--- src/hw/txfec_pkg.sv ---
// Shared constants and types of the transmit coding chain
package txfec_pkg;
  localparam int CHIP_RATE_MCPS = 560;
  localparam int SYM_RATE_MSPS  = CHIP_RATE_MCPS / 2;
  localparam int RS_MSG_BYTES   = 224;
  localparam int RS_PAR_BYTES   = 16;
  localparam logic [7:0] RS_POLY_LOW = 8'h1D;
  localparam logic [7:0] RS_ALPHA    = 8'h02;
  localparam logic [17:0] SEED_PRE = 18'h011A0;
  localparam logic [17:0] SEED_HDR = 18'h27BFA;
  localparam logic [17:0] SEED_PAY = 18'h3C859;
  localparam int LFSR_TAP_A = 9;
  localparam int LFSR_TAP_B = 6;
  localparam int LFSR_TAP_C = 4;
  localparam logic [2:0] CONV_G0 = 3'h7;
  localparam logic [2:0] CONV_G1 = 3'h5;
  localparam logic [4:0] SF_1  = 5'h01;
  localparam logic [4:0] SF_2  = 5'h02;
  localparam logic [4:0] SF_4  = 5'h04;
  localparam logic [4:0] SF_8  = 5'h08;
  localparam logic [4:0] SF_16 = 5'h10;
  localparam logic [2:0] BIT_LAST = 3'h7;

  typedef enum logic [2:0] {
    RATE_522 = 3'h0,
    RATE_261 = 3'h1,
    RATE_130 = 3'h2,
    RATE_65  = 3'h3,
    RATE_32  = 3'h4
  } txfec_rate_t;

  typedef enum logic [1:0] {
    CONV_NONE   = 2'h0,
    CONV_SINGLE = 2'h1,
    CONV_DUAL   = 2'h2
  } txfec_conv_t;

  typedef enum logic [3:0] {
    ST_IDLE = 4'h1,
    ST_PRE  = 4'h2,
    ST_HDR  = 4'h4,
    ST_PAY  = 4'h8
  } txfec_state_t;

  typedef struct packed {
    logic [7:0] data;
    logic       last;
  } txfec_byte_t;

  typedef struct packed {
    logic       value;
    logic [1:0] phase;
  } txfec_chip_t;
endpackage

--- src/hw/txfec_rs_enc.sv ---
// Byte-wise shortened (240,224) Reed-Solomon systematic encoder
`timescale 1ns/1ns
module txfec_rs_enc
  import txfec_pkg::*;
(
  input  wire logic        clk,
  input  wire logic        rst,
  input  wire logic        in_valid,
  input  wire txfec_byte_t in_byte,
  output logic             in_ready,
  output logic             out_valid,
  output txfec_byte_t      out_byte,
  input  wire logic        out_ready
);
  function automatic logic [7:0] gf_mul(input logic [7:0] a, input logic [7:0] b);
    logic [7:0] p;
    logic [7:0] x;
    p = 8'h00;
    x = a;
    for (int i = 0; i < 8; i++)
    begin
      if (b[i])
        p = p ^ x;
      x = x[7] ? ({x[6:0], 1'b0} ^ RS_POLY_LOW) : {x[6:0], 1'b0};
    end
    return p;
  endfunction

  // Coefficients g0..g15 of the product of (x - alpha^i), monic top term implied
  function automatic logic [RS_PAR_BYTES*8-1:0] gen_poly();
    logic [7:0] g [RS_PAR_BYTES+1];
    logic [7:0] root;
    logic [RS_PAR_BYTES*8-1:0] r;
    for (int j = 0; j <= RS_PAR_BYTES; j++)
      g[j] = 8'h00;
    g[0] = 8'h01;
    root = 8'h01;
    for (int i = 0; i < RS_PAR_BYTES; i++)
    begin
      for (int j = RS_PAR_BYTES; j > 0; j--)
        g[j] = g[j-1] ^ gf_mul(g[j], root);
      g[0] = gf_mul(g[0], root);
      root = gf_mul(root, RS_ALPHA);
    end
    for (int j = 0; j < RS_PAR_BYTES; j++)
      r[j*8 +: 8] = g[j];
    return r;
  endfunction

  localparam logic [RS_PAR_BYTES*8-1:0] GEN = gen_poly();

  typedef struct packed {
    logic [RS_PAR_BYTES-1:0][7:0] par;
    logic [7:0]                   cnt;
    logic                         parity_phase;
    logic                         blk_last;
    logic                         out_v;
    txfec_byte_t                  out_b;
  } txfec_rs_st_t;

  txfec_rs_st_t q;
  txfec_rs_st_t next_q;
  logic         slot_free;
  logic [7:0]   fb;

  assign slot_free = !q.out_v || out_ready;
  assign in_ready  = slot_free && !q.parity_phase;
  assign out_valid = q.out_v;
  assign out_byte  = q.out_b;

  always_comb
  begin
    next_q = q;
    fb = in_byte.data ^ q.par[RS_PAR_BYTES-1];
    if (q.out_v && out_ready)
      next_q.out_v = 1'b0;
    if (in_valid && in_ready)
    begin
      next_q.out_v = 1'b1;
      next_q.out_b = '{data: in_byte.data, last: 1'b0};
      next_q.par[0] = gf_mul(fb, GEN[7:0]);
      for (int j = 1; j < RS_PAR_BYTES; j++)
        next_q.par[j] = q.par[j-1] ^ gf_mul(fb, GEN[j*8 +: 8]);
      next_q.cnt = q.cnt + 8'h01;
      if (q.cnt == 8'(RS_MSG_BYTES - 1) || in_byte.last)
      begin
        next_q.parity_phase = 1'b1;
        next_q.blk_last = in_byte.last;
        next_q.cnt = 8'h00;
      end
    end
    else if (q.parity_phase && slot_free)
    begin
      next_q.out_v = 1'b1;
      next_q.out_b.data = q.par[RS_PAR_BYTES-1];
      next_q.out_b.last = 1'b0;
      next_q.par = {q.par[RS_PAR_BYTES-2:0], 8'h00};
      next_q.cnt = q.cnt + 8'h01;
      if (q.cnt == 8'(RS_PAR_BYTES - 1))
      begin
        next_q.out_b.last = q.blk_last;
        next_q.parity_phase = 1'b0;
        next_q.blk_last = 1'b0;
        next_q.cnt = 8'h00;
      end
    end
  end

  always_ff @(posedge clk)
  begin
    if (rst)
      q <= '0;
    else
      q <= next_q;
  end
endmodule // txfec_rs_enc

--- src/hw/txfec_chain.sv ---
// Transmit chain: RS encoder, convolutional coder, spreader, scrambler, chip phase
`timescale 1ns/1ns
module txfec_chain
  import txfec_pkg::*;
#(
  parameter int PRE_CHIPS = 512
)
(
  input  wire logic        CLK_SYS,
  input  wire logic        RST,
  input  wire logic        START,
  input  wire txfec_rate_t RATE,
  input  wire logic        IN_VALID,
  input  wire txfec_byte_t IN_BYTE,
  output logic             IN_READY,
  output logic             CHIP_VALID,
  output txfec_chip_t      CHIP,
  output logic             BUSY,
  output logic             DONE
);
  import txfec_pkg::*;

  typedef struct packed {
    txfec_state_t st;
    txfec_rate_t  rate;
    logic [4:0]   spread_factor;
    txfec_conv_t  conv;
    logic [4:0]   chip_cnt;
    logic [17:0]  lfsr;
    logic [1:0]   phase;
    logic [15:0]  pre_cnt;
    logic         cur_v;
    logic         cur_last;
    logic [7:0]   cur_byte;
    logic [2:0]   bit_cnt;
    logic         half;
    logic         enc_sel;
    logic [1:0]   enc_a;
    logic [1:0]   enc_b;
    logic         hold_v;
    txfec_byte_t  hold;
    logic         chip_v;
    txfec_chip_t  chip;
    logic         done;
  } txfec_top_st_t;

  txfec_top_st_t q;
  txfec_top_st_t next_q;

  logic        rs_in_ready;
  logic        rs_out_valid;
  txfec_byte_t rs_out_byte;
  logic        rs_out_ready;
  logic        rs_in_valid;

  logic        coding;
  logic        last_seen;
  logic        fetch_ok;
  logic        src_v;
  txfec_byte_t src_b;
  logic        gen_bit;
  logic [17:0] gen_step;
  logic        in_bit;
  logic [1:0]  enc_cur;
  logic        coded;
  logic        last_coded;
  logic        byte_end;
  logic        part_end;

  txfec_rs_enc u_rs
  (
    .clk       (CLK_SYS),
    .rst       (RST),
    .in_valid  (rs_in_valid),
    .in_byte   (IN_BYTE),
    .in_ready  (rs_in_ready),
    .out_valid (rs_out_valid),
    .out_byte  (rs_out_byte),
    .out_ready (rs_out_ready)
  );

  // Stop fetching once the part's final byte is inside
  assign coding    = (q.st == ST_HDR) || (q.st == ST_PAY);
  assign last_seen = (q.cur_v && q.cur_last) || (q.hold_v && q.hold.last);
  assign fetch_ok  = coding && !q.hold_v && !last_seen;

  assign rs_in_valid  = IN_VALID && (q.st == ST_PAY);
  assign rs_out_ready = fetch_ok && (q.st == ST_PAY);
  assign IN_READY     = (q.st == ST_HDR) ? fetch_ok
                      : (q.st == ST_PAY) ? rs_in_ready
                      : 1'b0;

  assign src_v = (q.st == ST_HDR) ? IN_VALID : rs_out_valid;
  assign src_b = (q.st == ST_HDR) ? IN_BYTE : rs_out_byte;

  assign CHIP_VALID = q.chip_v;
  assign CHIP       = q.chip;
  assign BUSY       = (q.st != ST_IDLE);
  assign DONE       = q.done;

  function automatic logic [4:0] rate_sf(input txfec_rate_t r);
    case (r)
      RATE_522: return SF_1;
      RATE_261: return SF_1;
      RATE_130: return SF_2;
      RATE_65:  return SF_4;
      RATE_32:  return SF_8;
      default:  return SF_1;
    endcase
  endfunction

  function automatic txfec_conv_t rate_conv(input txfec_rate_t r);
    case (r)
      RATE_522: return CONV_NONE;
      RATE_261: return CONV_DUAL;
      default:  return CONV_SINGLE;
    endcase
  endfunction

  // Generator: out = stage 17, feedback x^18+x^10+x^7+x^5+1
  assign gen_bit  = q.lfsr[17];
  assign gen_step = {q.lfsr[16:0],
                     q.lfsr[17] ^ q.lfsr[LFSR_TAP_A] ^ q.lfsr[LFSR_TAP_B] ^ q.lfsr[LFSR_TAP_C]};

  assign in_bit  = q.cur_byte[7];
  assign enc_cur = (q.conv == CONV_DUAL && q.enc_sel) ? q.enc_b : q.enc_a;
  assign coded   = (q.conv == CONV_NONE) ? in_bit
                 : ^({in_bit, enc_cur} & (q.half ? CONV_G1 : CONV_G0));
  assign last_coded = (q.conv == CONV_NONE) || q.half;

  // A byte ends on the last chip of the spread run of its last coded position
  assign byte_end = coding && q.cur_v && (q.chip_cnt == q.spread_factor - SF_1)
                    && last_coded && (q.bit_cnt == BIT_LAST);
  assign part_end = byte_end && q.cur_last;

  always_comb
  begin
    next_q = q;
    next_q.chip_v = 1'b0;
    next_q.done = 1'b0;
    case (q.st)
      ST_IDLE:
      begin
        if (START)
        begin
          next_q.st = ST_PRE;
          next_q.rate = RATE;
          next_q.lfsr = SEED_PRE;
          next_q.pre_cnt = 16'(PRE_CHIPS - 1);
          next_q.phase = 2'h0;
          next_q.chip_cnt = 5'h00;
          next_q.cur_v = 1'b0;
          next_q.hold_v = 1'b0;
        end
      end
      ST_PRE:
      begin
        // Constant 1 data: chip equals generator bit
        next_q.chip_v = 1'b1;
        next_q.chip.value = gen_bit;
        next_q.chip.phase = q.phase;
        next_q.phase = q.phase + 2'h1;
        next_q.lfsr = gen_step;
        if (q.pre_cnt == 16'h0000)
        begin
          next_q.st = ST_HDR;
          next_q.lfsr = SEED_HDR;
          next_q.spread_factor = SF_16;
          next_q.conv = CONV_SINGLE;
          next_q.enc_a = 2'h0;
          next_q.enc_b = 2'h0;
          next_q.enc_sel = 1'b0;
          next_q.half = 1'b0;
          next_q.bit_cnt = 3'h0;
          next_q.chip_cnt = 5'h00;
        end
        else
        begin
          next_q.pre_cnt = q.pre_cnt - 16'h0001;
        end
      end
      ST_HDR, ST_PAY:
      begin
        if (q.cur_v)
        begin
          next_q.chip_v = 1'b1;
          next_q.chip.value = ~(coded ^ gen_bit);
          next_q.chip.phase = q.phase;
          next_q.phase = q.phase + 2'h1;
          next_q.lfsr = gen_step;
          if (q.chip_cnt == q.spread_factor - SF_1)
          begin
            next_q.chip_cnt = 5'h00;
            if (last_coded)
            begin
              if (q.conv == CONV_DUAL && q.enc_sel)
                next_q.enc_b = {in_bit, q.enc_b[1]};
              else if (q.conv != CONV_NONE)
                next_q.enc_a = {in_bit, q.enc_a[1]};
              if (q.conv == CONV_DUAL)
                next_q.enc_sel = ~q.enc_sel;
              next_q.half = 1'b0;
              next_q.cur_byte = {q.cur_byte[6:0], 1'b0};
              next_q.bit_cnt = q.bit_cnt + 3'h1;
              if (byte_end)
                next_q.cur_v = 1'b0;
            end
            else
            begin
              next_q.half = 1'b1;
            end
          end
          else
          begin
            next_q.chip_cnt = q.chip_cnt + 5'h01;
          end
        end
        if (part_end && q.st == ST_HDR)
        begin
          next_q.st = ST_PAY;
          next_q.lfsr = SEED_PAY;
          next_q.spread_factor = rate_sf(q.rate);
          next_q.conv = rate_conv(q.rate);
          next_q.enc_a = 2'h0;
          next_q.enc_b = 2'h0;
          next_q.enc_sel = 1'b0;
          next_q.half = 1'b0;
          next_q.bit_cnt = 3'h0;
        end
        else if (part_end)
        begin
          next_q.st = ST_IDLE;
          next_q.done = 1'b1;
        end
        else if ((!q.cur_v || byte_end) && q.hold_v)
        begin
          next_q.cur_v = 1'b1;
          next_q.cur_byte = q.hold.data;
          next_q.cur_last = q.hold.last;
          next_q.bit_cnt = 3'h0;
          next_q.hold_v = 1'b0;
        end
        if (fetch_ok && src_v && !part_end)
        begin
          next_q.hold_v = 1'b1;
          next_q.hold = src_b;
        end
      end
      default:
      begin
        next_q.st = ST_IDLE;
      end
    endcase
  end

  always_ff @(posedge CLK_SYS)
  begin
    if (RST)
    begin
      q <= '0;
      q.st <= ST_IDLE;
    end
    else
    begin
      q <= next_q;
    end
  end
endmodule // txfec_chain

--- config.mk ---
export PLATFORM = sky130hd
export DESIGN_NAME = txfec_chain
export DESIGN_NICKNAME = d
export VERILOG_FILES = /design/src/hw/txfec_pkg.sv /design/src/hw/txfec_rs_enc.sv /design/src/hw/txfec_chain.sv
export SDC_FILE = /design/constraint.sdc
export NUM_CORES = 1
export LEC_CHECK = 0
export ABC_AREA = 1
export BUFFER_PORTS_ARGS = -buffer_cell sky130_fd_sc_hd__buf_2
export CORE_ASPECT_RATIO = 2
export CORE_MARGIN = 4
export CORE_UTILIZATION = 58
export DETAILED_ROUTE_END_ITERATION = 10
export PLACE_DENSITY = 0.78
export REMOVE_ABC_BUFFERS = 1
export SLEW_MARGIN = 20
export SYNTH_ARGS = -nofsm -noshare
export SYNTH_HDL_FRONTEND = slang
export SYNTH_HIERARCHICAL = 1
export SYNTH_SLANG_ARGS = --single-unit
--- constraint.sdc ---
create_clock -name CLK_SYS -period 2.8 [get_ports CLK_SYS]
set_input_delay 0.28 -clock CLK_SYS [delete_from_list [all_inputs] [get_ports CLK_SYS]]
set_output_delay 0.28 -clock CLK_SYS [all_outputs]
set_load 0.02 [all_outputs]
==> results by stage <==
Global routing:
- The number of antenna violations at the first check in global routing came to 0.
- The largest net degree at the start of global routing is 85.
- The number of global-route vias before repair is 13378.
- The first global-routing pass estimated 65100 um of wire.
- The global routing stage identified its most utilized layer as met2.
- The met3 demand-to-capacity share in global routing is 3.43%.
- Summed over all layers, the global routing overflow is 0.
- For this run, global-route usage on met1 was measured as 31.4%.
- The global-route track usage on met2 is 54.6%.
- For this run, the total global-route usage over all layers was measured as 30.7%.

Logic synthesis:
- sky130_fd_sc_hd__dfxtp_1 takes more of the synthesized area than any other cell.
- The number of warnings printed during yosys synthesis is 6.
- Summing the sequential cell areas from Yosys gives 34.5% of the chip area.
- The flip-flop and latch count after synthesis is 237.
- A synthesized cell averages 6.78 um^2.
- By area the synthesized netlist is led by sky130_fd_sc_hd__dfxtp_1 (35%), sky130_fd_sc_hd__nand2_1 (18%), sky130_fd_sc_hd__a31oi_1 (5.5%).
- Of the post-synthesis cell area, the dominant cell type holds 34.5%.
- In the synthesized netlist, the number of instances is 2028.
- The most used flip-flop cell after synthesis is sky130_fd_sc_hd__dfxtp_1.
- Of all flip-flops after synthesis, the portion carrying an async set or reset was 0%.
- The number of flops mapped to enable cells by yosys is 0.
- The synthesized netlist contains 56 unique library cells.
- The post-synthesis cell area is 0.0137 mm^2.

Timing:
- The worst path uses 92.7% of the clock period.
- The maximum clock skew at final layout is 0.0151 ns.
- The actual slew at the worst max-slew pin is 0.745 ns.
- The number of hold violations in the final report came to 0.
- Static timing analysis puts the maximum clock frequency at 385 MHz.
- The total count of max-transition violations in the final report is 0.
- Setup violations remaining at the end of the flow were counted as 0.
- Counting I/O delays and the setup requirement, the final critical path takes 2.59 ns.
- In this run the tightest slew margin relative to its limit is 50.3%.
- Setup repair after global routing left no endpoint under its margin.

Clock tree:
- The buffer cell driving the clock tree root is sky130_fd_sc_hd__clkbuf_16.
- CTS built an H-tree with a depth of 1.
- Clock-pin slew was measured on the worst setup and hold paths at 0.07 ns.
- For this design, the sink count on the clock tree is 237.
- The clock latency on the worst-skew pair is 0.52 ns.
- The total of hold buffers inserted after clock tree synthesis is 0.
- The clock buffer count from CTS is 22.
- Counting along the longest clock path gives a buffer depth of 3.
- TritonCTS built the clock tree.

Setup path:
- The worst register-to-register path ends at u_rs/q[116].
- The source of the worst register-to-register timing path is u_rs/q[146].
- The worst setup path is launched from a register.
- For the worst flop-to-flop path, the logic depth is 13.
- The required arrival time at the worst endpoint is 2.52 ns.
- The critical path starts at q[86].
- The worst setup path is captured at a primary output.
- Along the worst path, the maximum fanout reaches 3.
- For flop-to-flop paths, the worst setup slack is 0.25 ns.
- The critical path endpoint is IN_READY.
- The type of the setup path with the least slack is reg2out.
- The worst endpoint data arrival time is 2.31 ns.

Placement:
- The instance area after placement is 0.0144 mm^2.
- The total of buffers placed on input and output ports is 22.
- The detailed-placement wirelength estimate is 29000 um.
- The final weighted congestion in routability-driven placement is 0.986.

Route:
- For this block, the via count after detailed routing is 13694.
- The count of routing violations after the opening detailed-route iteration is 1037.
- The post-route DRC violation count is 0.
- In the final routed layout, each cell accounts on average for 17.2 um.
- The pre-antenna-repair detailed-routing pass consisted of 5 iterations.
- The via density per instance is 5.84.
- The final routed wirelength across all metal layers is 40300 um.
- The count of nets left with antenna violations once routing finished came out at 0.

Power and ir drop:
- Across the VDD grid, the largest voltage drop is 0.544 mV.
- The leakage power total is 0.00611 uW.
- The cell area power density is 531 mW/mm^2.

Finish:
- Fill cells in the final layout number 2150.
- The antenna diode instance count is 0.
- The synthesis-to-layout area growth is 10.2%.
- The final standard cell utilization of the core is 65.0%.
- After routing the design area is 0.0152 mm^2.
- The share of final-layout standard cells stronger than drive strength 1 is 12.6%.
- After the last flow step, the layout net total stands at 2068.

Die:
- Measured along the x axis, the die boundary spans 117 um.
- The die covers 0.0264 mm^2.
- The effective utilization at floorplan is 58.9%.
- The die outline height is 226 um.
- The initialized floorplan defines 79 standard-cell rows.
- 23 I/O pins were placed.
- The region available for standard cell placement spans 0.0233 mm^2.

Run status:
- The flow ran to the end, and the final reports show no timing, DRC or antenna violations.

Hold path:
- The number of instances on the worst hold path is 3.
- The path class of the tightest hold or removal check is in2reg.

Job:
- Across the run, the number of max-cap violations was 0.
-- layer usage --
| layer | routed length [um] | share of wire (%) |
|---|---|---|
| met1 | 14200 | 35 |
| met2 | 20600 | 51 |
| met3 | 1740 | 4.3 |
| met4 | 3710 | 9.2 |
| met5 | 0 | 0 |
-- through the flow --
step                TNS [ns]  std cells  total power [uW]  hold WS (ns)  worst slack, ns
floorplan            -852.21       1929              4450         0.349            -7.26
global placement           0       2303              4880         0.441            0.361
detailed placement         0       2303              4910         0.446            0.321
CTS                        0       2342              8050        0.0413           0.0701
global route               0       2344              8350        0.0667           0.0237
finish                     0       2344              8040        0.0626            0.205
-- cell usage in the layout, fill, tap and decap left out, types with 54 or more instances in the layout --
| cell | count |
|---|---|
| sky130_fd_sc_hd__buf_4 | 65 |
| sky130_fd_sc_hd__nand2_1 | 649 |
| sky130_fd_sc_hd__dfxtp_1 | 236 |
| sky130_fd_sc_hd__a31oi_1 | 120 |
| sky130_fd_sc_hd__a21oi_1 | 95 |
| sky130_fd_sc_hd__nand3_1 | 125 |
| sky130_fd_sc_hd__or2_2 | 54 |
| sky130_fd_sc_hd__inv_1 | 166 |
| sky130_fd_sc_hd__xor2_1 | 76 |
| sky130_fd_sc_hd__o21ai_0 | 83 |
| sky130_fd_sc_hd__nor2_1 | 75 |
-- repair_timing --
item                                    4_1_cts  5_1_grt
gates resized for setup                       1        3
setup buffers                                 0        2
pin swaps                                     0        1
endpoints found under the setup margin        1       10
-- power breakdown --
| part | total, uW | internal [uW] | switching, uW |
|---|---|---|---|
| clock | 3170 | 1830 | 1330 |
| combinational | 1380 | 481 | 895 |
| sequential | 3500 | 3440 | 58.1 |
-- layout make-up --
cell class                 count  area [um^2]  area share, %
timing repair buffer          93          748           4.94
inverter                     186          701           4.62
sequential                   237         4750           31.3
clock inverter                 9          120          0.793
tap                          283          354           2.34
clock buffer                  30          622           4.10
multi-input combinational   1506         7860           51.9
-- cell usage after synthesis, drive strengths merged, types with 2 or more instances --
cell	number
buf	32
o21bai	3
dfxtp	237
nor2	84
nand2	676
nand3	131
a31oi	120
a21o	14
xnor2	53
and2	2
a211oi	2
clkinv	2
a21oi	96
o211ai	12
o21ai	87
ha	6
clkbuf	67
nand3b	3
mux2i	2
inv	184
nor3	17
o22ai	6
or2	61
xor2	82
nand4	28
and3	2
o221ai	8
nor4	5
-- cells by family (layout without fill, tap and decap cells) --
| logic type | Yosys count | after routing | synth area share (%) |
|---|---|---|---|
| compound gates | 354 | 354 | 15.2 |
| fa+ha+maj | 6 | 6 | 0.546 |
| flops | 237 | 237 | 34.5 |
| buf+inv | 285 | 318 | 8.42 |
| mux | 2 | 2 | 0.146 |
| simple gates | 1009 | 1009 | 32.0 |
| xor+xnor | 135 | 135 | 9.23 |
-- critical path: stages, from the launching register on --
cell,delay (ns)
sky130_fd_sc_hd__dfxtp_1,0.34
sky130_fd_sc_hd__nor2_2,0.14
sky130_fd_sc_hd__nand3_1,0.12
sky130_fd_sc_hd__nand2_2,0.09
sky130_fd_sc_hd__inv_2,0.04
sky130_fd_sc_hd__a211oi_2,0.13
sky130_fd_sc_hd__inv_1,0.09
sky130_fd_sc_hd__nor2_1,0.10
sky130_fd_sc_hd__inv_1,0.04
sky130_fd_sc_hd__nand2_1,0.07
sky130_fd_sc_hd__inv_1,0.05
sky130_fd_sc_hd__nor2_1,0.12
sky130_fd_sc_hd__inv_1,0.07
sky130_fd_sc_hd__o22ai_2,0.21
sky130_fd_sc_hd__buf_4,0.19
-- worst min-delay path by stage --
stage               startpoint      endpoint
finish                 RATE[0]         q[82]
global route           RATE[0]         q[82]
CTS                    RATE[0]         q[82]
detailed placement       q[19]         q[19]
global placement         q[48]         q[48]
floorplan                  RST  gen_step[11]
-- sequential cells by signal, summed over array words and instances, names as in the netlist --
register	flops
CHIP	3
DONE	1
q	65
u_rs/out_byte	9
CHIP_VALID	1
gen_step	17
u_rs/q	138
gen_bit	1
u_rs/out_valid	1
in_bit	1
No activity file was read; power rests on OpenSTA's default activity.
